`src/core/mwc_pkg.sv`:
```
// Purpose: Shared constants and types for the motion-watch configuration block
// Assumes: 8-bit register port, byte-wide accesses at documented offsets
// Notes:   Every offset, field position and reset value lives here
package mwc_pkg;

  localparam logic [7:0] MWC_CONFIG_OFFSET = 8'h14;
  localparam logic [7:0] MWC_VALUE_OFFSET  = 8'h13;
  localparam logic [7:0] MWC_CONFIG_RESET  = 8'h00;
  localparam logic [5:0] MWC_SHADOW_RESET  = 6'h00;

  // Field positions in motion_watch_config
  localparam int MWC_IDX_LSB   = 0;
  localparam int MWC_CNTEN_BIT = 3;
  localparam int MWC_MUX_LSB   = 4;
  localparam int MWC_RESET_BIT = 7;

  localparam int MWC_DELTA_W = 11;
  localparam int MWC_VAL_W   = 6;

  // Shadow index codes
  localparam logic [2:0] MWC_IDX_TH_X  = 3'h1;
  localparam logic [2:0] MWC_IDX_TH_Y  = 3'h2;
  localparam logic [2:0] MWC_IDX_TH_Z  = 3'h3;
  localparam logic [2:0] MWC_IDX_CNT_X = 3'h5;
  localparam logic [2:0] MWC_IDX_CNT_Y = 3'h6;
  localparam logic [2:0] MWC_IDX_CNT_Z = 3'h7;

  // Decoded configuration register
  typedef struct packed {
    logic       block_reset;
    logic [2:0] delta_slice_select;
    logic       detect_count_enable;
    logic [2:0] shadow_index_select;
  } mwc_config_type;

  // Register port request
  typedef struct packed {
    logic       wr;
    logic       rd;
    logic [7:0] addr;
    logic [7:0] wdata;
  } mwc_req_type;

  // Per-axis deltas, magnitudes
  typedef struct packed {
    logic [10:0] x;
    logic [10:0] y;
    logic [10:0] z;
  } mwc_delta_type;

endpackage

```
`src/core/mwc_motion_watch_config.sv`:
```
// Operation
// - Index 1-3,5,6 route value register; 0,4 none
// - Index 7 reaches Z event count
// - Count enable bit 3 gates event counters
// - Selector picks 6-bit window of delta
// - Oversize delta saturates window, still detected
// - Bit 7 holds block reset, never self-clears
//
// Purpose: Motion-watch config register, shadow values, per-axis window compare
// Assumes: Deltas are unsigned magnitudes, one strobe per new sample
// Notes:   Byte-wide register port; unmapped reads return zero
module mwc_motion_watch_config (
  input  wire logic                   mclk_in,
  input  wire logic                   arst_n_in,
  input  wire mwc_pkg::mwc_req_type   req_in,
  input  wire mwc_pkg::mwc_delta_type delta_in,
  input  wire logic                   sample_strobe_in,
  output logic [7:0]                  rdata_out,
  output logic [2:0]                  axis_hit_out,
  output logic [2:0]                  axis_event_out,
  output logic                        block_reset_out,
  output logic                        detect_count_enable_out
);
  import mwc_pkg::*;

  mwc_config_type   cfg_q,  cfg_d;
  logic [5:0]       th_q  [3], th_d  [3];
  logic [5:0]       cnt_q [3], cnt_d [3];
  logic [5:0]       run_q [3], run_d [3];
  logic [2:0]       hit_q,  hit_d;
  logic [2:0]       evt_q,  evt_d;
  logic [7:0]       rd_q,   rd_d;
  logic [1:0]       rst_sync_q;
  logic             rst_n;
  logic [10:0]      dl    [3];
  logic [5:0]       win   [3];
  logic [2:0]       above;

  ////////////////////////////////////////////////////////////////////////
  // Reset release through two flops
  always_ff @(posedge mclk_in or negedge arst_n_in) begin
    if (!arst_n_in) begin
      rst_sync_q <= 2'h0;
    end else begin
      rst_sync_q <= {rst_sync_q[0], 1'b1};
    end
  end
  assign rst_n = rst_sync_q[1];

  function automatic logic [5:0] window_sat(input logic [10:0] d, input logic [2:0] sel);
    logic [2:0]  sh;
    logic [10:0] s;
    sh = (sel > 3'h5) ? 3'h5 : sel;
    s  = d >> sh;
    // Any bit above the window clamps to full scale so big moves still hit
    window_sat = (s[10:6] != 5'h00) ? 6'h3f : s[5:0];
  endfunction

  // One-hot over X,Y,Z thresholds then X,Y,Z counts. Shared by the write
  // and read paths so both always agree on which slot an index reaches.
  // slot decode, Z count
  function automatic logic [5:0] slot_sel(input logic [2:0] idx);
    slot_sel = 6'h00;
    unique case (idx)
      MWC_IDX_TH_X:  slot_sel = 6'h01;
      MWC_IDX_TH_Y:  slot_sel = 6'h02;
      MWC_IDX_TH_Z:  slot_sel = 6'h04;
      MWC_IDX_CNT_X: slot_sel = 6'h08;
      MWC_IDX_CNT_Y: slot_sel = 6'h10;
      MWC_IDX_CNT_Z: slot_sel = 6'h20;
      default:       slot_sel = 6'h00; // Codes 0 and 4 reach nothing
    endcase
  endfunction

  assign dl[0] = delta_in.x;
  assign dl[1] = delta_in.y;
  assign dl[2] = delta_in.z;

  ////////////////////////////////////////////////////////////////////////
  // Register writes and shadow routing
  // A value write whose index reaches nothing is dropped silently, so
  // pointing at a reserved code can never corrupt a live slot.
  always_comb begin
    logic [5:0] sel;
    sel   = slot_sel(cfg_q.shadow_index_select);
    cfg_d = cfg_q;
    th_d  = th_q;
    cnt_d = cnt_q;
    if (req_in.wr && req_in.addr == MWC_CONFIG_OFFSET) begin
      cfg_d = mwc_config_type'(req_in.wdata);
    end
    if (req_in.wr && req_in.addr == MWC_VALUE_OFFSET) begin
      for (int a = 0; a < 3; a++) begin
        if (sel[a]) begin
          th_d[a] = req_in.wdata[5:0]; // Bits 7:6 are not stored
        end
        if (sel[a + 3]) begin
          cnt_d[a] = req_in.wdata[5:0];
        end
      end
    end
  end

  // Read mux, registered
  // Index comes from the config flops, so a read in the cycle after an
  // index write already sees the new slot.
  always_comb begin
    logic [5:0] rsel;
    rsel = slot_sel(cfg_q.shadow_index_select);
    rd_d = 8'h00;
    if (req_in.rd && req_in.addr == MWC_CONFIG_OFFSET) begin
      rd_d = cfg_q;
    end else if (req_in.rd && req_in.addr == MWC_VALUE_OFFSET) begin
      for (int a = 0; a < 3; a++) begin
        if (rsel[a]) begin
          rd_d = {2'h0, th_q[a]};
        end
        if (rsel[a + 3]) begin
          rd_d = {2'h0, cnt_q[a]};
        end
      end
    end
  end

  ////////////////////////////////////////////////////////////////////////
  // Per-axis windowed compare
  // Runs every cycle; only a sample strobe lets a result reach the flops,
  // so a delta that moves between strobes has no effect.
  // window select, clamp
  always_comb begin
    for (int a = 0; a < 3; a++) begin
      win[a]   = window_sat(dl[a], cfg_q.delta_slice_select);
      above[a] = (win[a] > th_q[a]); // Strict: equal to threshold is no hit
    end
  end

  // Hit and event next state
  // Runs count consecutive qualifying strobes; one miss restarts the run,
  // which keeps a single noisy sample from completing a long count.
  always_comb begin
    hit_d = hit_q;
    evt_d = evt_q;
    run_d = run_q;
    if (cfg_q.block_reset) begin
      hit_d = 3'h0;
      evt_d = 3'h0;
      for (int a = 0; a < 3; a++) begin
        run_d[a] = 6'h00;
      end
    end else if (sample_strobe_in) begin
      for (int a = 0; a < 3; a++) begin
        hit_d[a] = above[a];
        if (!cfg_q.detect_count_enable) begin
          evt_d[a] = evt_q[a] | above[a];
        end else if (!above[a]) begin
          run_d[a] = 6'h00; // Qualifying events must be consecutive
        end else if (run_q[a] >= cnt_q[a]) begin
          evt_d[a] = 1'b1;
        end else begin
          run_d[a] = run_q[a] + 6'h01; // Never exceeds the stored count, no wrap
        end
      end
    end
  end

  ////////////////////////////////////////////////////////////////////////
  // Config and shadow registers; hardware never writes the reset bit
  // zero at reset
  always_ff @(posedge mclk_in or negedge rst_n) begin
    if (!rst_n) begin
      cfg_q <= mwc_config_type'(MWC_CONFIG_RESET);
      for (int a = 0; a < 3; a++) begin
        th_q[a]  <= MWC_SHADOW_RESET;
        cnt_q[a] <= MWC_SHADOW_RESET;
      end
    end else begin
      cfg_q <= cfg_d;
      th_q  <= th_d;
      cnt_q <= cnt_d;
    end
  end

  // Read data register; zero whenever no read was taken
  always_ff @(posedge mclk_in or negedge rst_n) begin
    if (!rst_n) begin
      rd_q <= 8'h00;
    end else begin
      rd_q <= rd_d;
    end
  end

  // Detector state; the block reset bit clears it through the next-state logic
  always_ff @(posedge mclk_in or negedge rst_n) begin
    if (!rst_n) begin
      hit_q <= 3'h0;
      evt_q <= 3'h0;
      for (int a = 0; a < 3; a++) begin
        run_q[a] <= 6'h00;
      end
    end else begin
      hit_q <= hit_d;
      evt_q <= evt_d;
      run_q <= run_d;
    end
  end

  ////////////////////////////////////////////////////////////////////////
  // Outputs straight from flops
  assign rdata_out               = rd_q;
  assign axis_hit_out            = hit_q;
  assign axis_event_out          = evt_q;
  assign block_reset_out         = cfg_q.block_reset;
  assign detect_count_enable_out = cfg_q.detect_count_enable;

endmodule

```
`config.mk`:
```
export PLATFORM = sky130hd
export DESIGN_NAME = mwc_motion_watch_config
export DESIGN_NICKNAME = d
export VERILOG_FILES = /design/src/core/mwc_pkg.sv /design/src/core/mwc_motion_watch_config.sv
export SDC_FILE = /design/constraint.sdc
export NUM_CORES = 1
export LEC_CHECK = 0
export ABC_AREA = 0
export BUFFER_PORTS_ARGS = -buffer_cell sky130_fd_sc_hd__buf_2
export CORE_ASPECT_RATIO = 1.2
export CORE_MARGIN = 4
export CORE_UTILIZATION = 40
export DETAILED_ROUTE_END_ITERATION = 8
export GPL_ROUTABILITY_DRIVEN = 0
export PLACE_DENSITY = 0.67
export SETUP_SLACK_MARGIN = 0.02
export SLEW_MARGIN = 15
export SYNTH_ARGS = -nofsm -noshare
export SYNTH_HDL_FRONTEND = slang
export SYNTH_SLANG_ARGS = --single-unit
```
`constraint.sdc`:
```
create_clock -name mclk_in -period 2.7 [get_ports mclk_in]
set_input_delay 0.135 -clock mclk_in [delete_from_list [all_inputs] [get_ports mclk_in]]
set_output_delay 0.135 -clock mclk_in [all_outputs]
set_load 0.02 [all_outputs]
```
==> results.env <==
CRITICAL-PATH-SLOWEST-CELL='sky130_fd_sc_hd__or4b_4'
SETUP.WORST_PATH.START_CLASS='flop'
PLACE.DETAILED.HPWL_UM=10870
RUN_STATUS='finished with violations'
ROUTED_WL_UM=14660
HOLDPATHSTAGES=2
CLOCK_TREE.BUFFER_DEPTH=2
TIMING.CRITICAL_PATH.FANOUT_MAX=11
FINALMAXSLEWVIOLATIONS=0
WORST_R2R_STARTPOINT='cfg_q[4]'
FINALCOREUTILIZATION=0.5167
CRITICAL_PATH.MAX_STAGE_DELAY_NS=0.52
CP_CELL_SEQUENCE='a21oi_4 -> buf_12 -> buf_4 -> a21oi_1 -> a21oi_2 -> a21oi_2 -> o211ai_1 -> ha_1 -> and4_4 -> a221oi_2 -> a31oi_4 -> or4b_4 -> a31oi_4'
COUNT_OF_PORT_BUFFERS_ADDED_DURING_PLACEMENT=69
SYNTH_AREA_PER_CELL_UM2=9.009
GRT_UTIL_ALL_LAYERS=0.1915
END_KIND='flop'
WORST_MARGIN_PIN_SLEW_NS=0.9784
FINAL-INSTANCE-COUNT-EXCL-FILL=869
SYNTH-EDFF-COUNT=0
PLACE_INST=841
DRTPASS1ITERATIONS=5
GRT_SETUP_UNREPAIRED='yes'
LAYOUT_COMMONEST_CELL='sky130_fd_sc_hd__dfrtp_1'
CTS_MAX_LEVEL=3
SYN2LAYOUT_AREA_GROWTH_PCT=27.47
TIMING.SETUP.CRITICAL_PATH_CLASS='reg -> reg'
FLOORPLAN.ROWS=46
FLOORPLAN.DIE.HEIGHT_UM=134.6
CTS-ROOT-BUF='sky130_fd_sc_hd__clkbuf_16'
POSTSYNTHCELLCOUNT=593
FP.DIEAREA_UM2=15280
FINALSETUPTNS_NS=-7.370
DR.FIRST_ITER.DRC_COUNT=339
MAXSLEWHEADROOM=0.3478
SYNTH_FLOP_CELL='sky130_fd_sc_hd__dfrtp_1'
TOTAL_NUMBER_OF_VIAS=4901
MIN_PATH_TYPE='in -> reg'
CTS_MADE_BUFFERS=9
PART_OF_THE_CYCLE_THE_WORST_PATH_NEEDS=1.167
CAP_VIOL_MAX_COUNT=0
WORST_HOLD_STARTPOINT='req_in[7]'
GRT_MAX_DEGREE=77
N_ANTENNA_CELL=0
GRT_PASS1_VIAS=4910
SYNTH_AREA_UM2=5343
WORST_SKEW_LATE_LATENCY_NS=0.33
WORSTHOLDENDPOINT='block_reset_out'
DIE_W_UM=113.5
CRITICAL_PATH_BUF_INV_COUNT=2
AVGVIACOUNTPERCELL=5.640
R2R-END='run_q[17]'
MAX-VDD-IR-DROP_mV=0.3071
SYNTH_ASYNC_SR_FLOP_SHARE=1.000
ARRIVAL_NS=3.40
START_UTIL=0.4054
ROUTEDWLPERCELL_UM=16.87
RESIDUAL_DRC_COUNT=0
YOSYSWARNINGS=0
COREAREA_UM2=13180
NUM-NETS-FINAL=789
TIMING.REG2REG.SETUP_SLACK_NS=-0.45
CLKTRANSATPATHREGS_NS=0.06
SETUP_VIOL=24
FINALCRITICALPERIOD_NS=3.151
CRITICAL-PATH-TOP-DELAY-FAMILY='compound AO/OA/AOI/OAI gates'
DRIVE_ABOVE_1_SHARE=0.2853
FIRST_PASS_GRT_WIRE_LENGTH_UM=23770
FINAL_CELL_MIX='sky130_fd_sc_hd__dfrtp_1 (76), sky130_fd_sc_hd__nand2_1 (72), sky130_fd_sc_hd__buf_2 (69)'
TRITONCTS='yes'
IOS=70
SEQ_AREA_FRAC_SYNTH=0.3653
VIOLATIONS='setup timing'
P_LEAK_uW=0.003275
NUMBER_OF_ANTENNA_VIOLATIONS_AT_THE_FIRST_CHECK_IN_GLOBAL_ROUTING=0
DETAIL-ROUTE-ANTENNA-NETS=0
CRIT_REQUIRED_NS=2.95
TIMING.FMAX_MHz=317.3
WORST_R2R_PATH_DEPTH=13
POSTLAYOUTSETUPSLACKWORST_NS=-0.4512
SKEW_NS=0.005634
FINAL_HOLD_VIOL_COUNT=0
FIN_HOLD_WS_NS=0.03221
CLKSINKCOUNT=78
POWER_DENSITY_nW_PER_UM2=498.2
GRT.OVERFLOW.TOTAL=0
SYN_NETS=686
POST_SYNTH_NUM_CELL_TYPES=58
SYNTH_SEQ_CELLS=78
[worst max path at each step]
stage                        start         to  slack, ns  cells past startpoint
after floorplan           cfg_q[6]  run_q[10]      -0.22                     13
after global placement    cfg_q[4]  run_q[10]      -0.37                     13
after detailed placement  cfg_q[4]   run_q[5]      -0.46                     13
after CTS                 cfg_q[4]  run_q[17]      -0.38                     11
after global routing      cfg_q[4]  run_q[17]      -0.60                     13
final                     cfg_q[4]  run_q[17]      -0.45                     13
[report_power, final]
group          switching, uW  internal [uW]  leakage, uW
sequential               116           1250     0.000923
clock                    473            764     0.000144
combinational            422            370      0.00221
total                   1010           2380      0.00327
[metal layers]
| layer | track usage | vias to the layer above | routed length, um |
|---|---|---|---|
| li1 | - | 2363 | - |
| met5 | 0 | - | 0 |
| met3 | 0.03541 | 33 | 550 |
| met1 | 0.2320 | 2382 | 6058 |
| met4 | 0.07214 | 0 | 420 |
| met2 | 0.3363 | 123 | 7627 |
[layout make-up]
cell class / instances / area (um^2)
multi-input cells: 436 / 3329
repair buffers: 126 / 834.6
flip-flops and latches: 78 / 1957
fillers: 1180 / 6370
clock buffers: 11 / 252.7
well taps: 168 / 210.2
inverters: 45 / 168.9
clock inverters: 5 / 57.56
[logic make-up after synthesis]
logic type               after synthesis  synth area share
flip-flops                            78            0.3653
other                                  1         0.0007019
buffers and inverters                 79           0.05714
multiplexers                          57            0.1176
AND/OR/NAND/NOR                      168            0.1546
AO/OA/AOI/OAI                        171            0.2134
adder cells (fa/ha/maj)               39           0.09134
[Yosys cell counts (19+ instances only)]
cell	instances	area [um^2]
sky130_fd_sc_hd__nor2_1	24	90.09
sky130_fd_sc_hd__o21ai_1	40	200.2
sky130_fd_sc_hd__mux2_1	30	337.8
sky130_fd_sc_hd__inv_1	45	168.9
sky130_fd_sc_hd__mux2i_1	20	200.2
sky130_fd_sc_hd__ha_1	39	488.0
sky130_fd_sc_hd__o211ai_1	25	187.7
sky130_fd_sc_hd__a21oi_1	30	150.1
sky130_fd_sc_hd__nand2_1	72	270.3
sky130_fd_sc_hd__dfrtp_1	78	1952
sky130_fd_sc_hd__clkbuf_1	26	97.59
sky130_fd_sc_hd__a31oi_1	19	118.9
[registers in the layout (all words and copies together), names as in the netlist]
signal and cells:
cnt_q 18, run_q 18, th_q 18, rdata_out 8, cfg_q 6, axis_event_out 3
axis_hit_out 3, rst_sync_q 2, block_reset_out 1, detect_count_enable_out 1
[per-stage QoR]
step           power [uW]  worst slack [ns]  cell area (um^2)
6_report             3393           -0.4512              6810
5_1_grt              3566           -0.5955              6810
4_1_cts              3371           -0.3824              6695
3_5_place_dp         2077           -0.4582              6220
3_3_place_gp         2046           -0.3683              6220
2_1_floorplan        1823           -0.2201              5469
[worst register-to-register path, cell delays in order, from the launching register on]
cell and delay, ns:
sky130_fd_sc_hd__dfrtp_2 0.44, sky130_fd_sc_hd__a21oi_4 0.05, sky130_fd_sc_hd__buf_12 0.15, sky130_fd_sc_hd__buf_4 0.16, sky130_fd_sc_hd__a21oi_1 0.22, sky130_fd_sc_hd__a21oi_2 0.09
sky130_fd_sc_hd__a21oi_2 0.21, sky130_fd_sc_hd__o211ai_1 0.16, sky130_fd_sc_hd__ha_1 0.33, sky130_fd_sc_hd__and4_4 0.26, sky130_fd_sc_hd__a221oi_2 0.08, sky130_fd_sc_hd__a31oi_4 0.27
sky130_fd_sc_hd__or4b_4 0.52, sky130_fd_sc_hd__a31oi_4 0.14
[what timing repair did]
item,in CTS,in global routing
hold buffers,1,0
pin swaps,14,18
resized for setup,23,17
setup endpoints to repair,24,24
buffers inserted,8,2
gates cloned,1,0
endpoints found under the hold margin,2,0
Note: power is estimated with default switching activity, not from simulation.
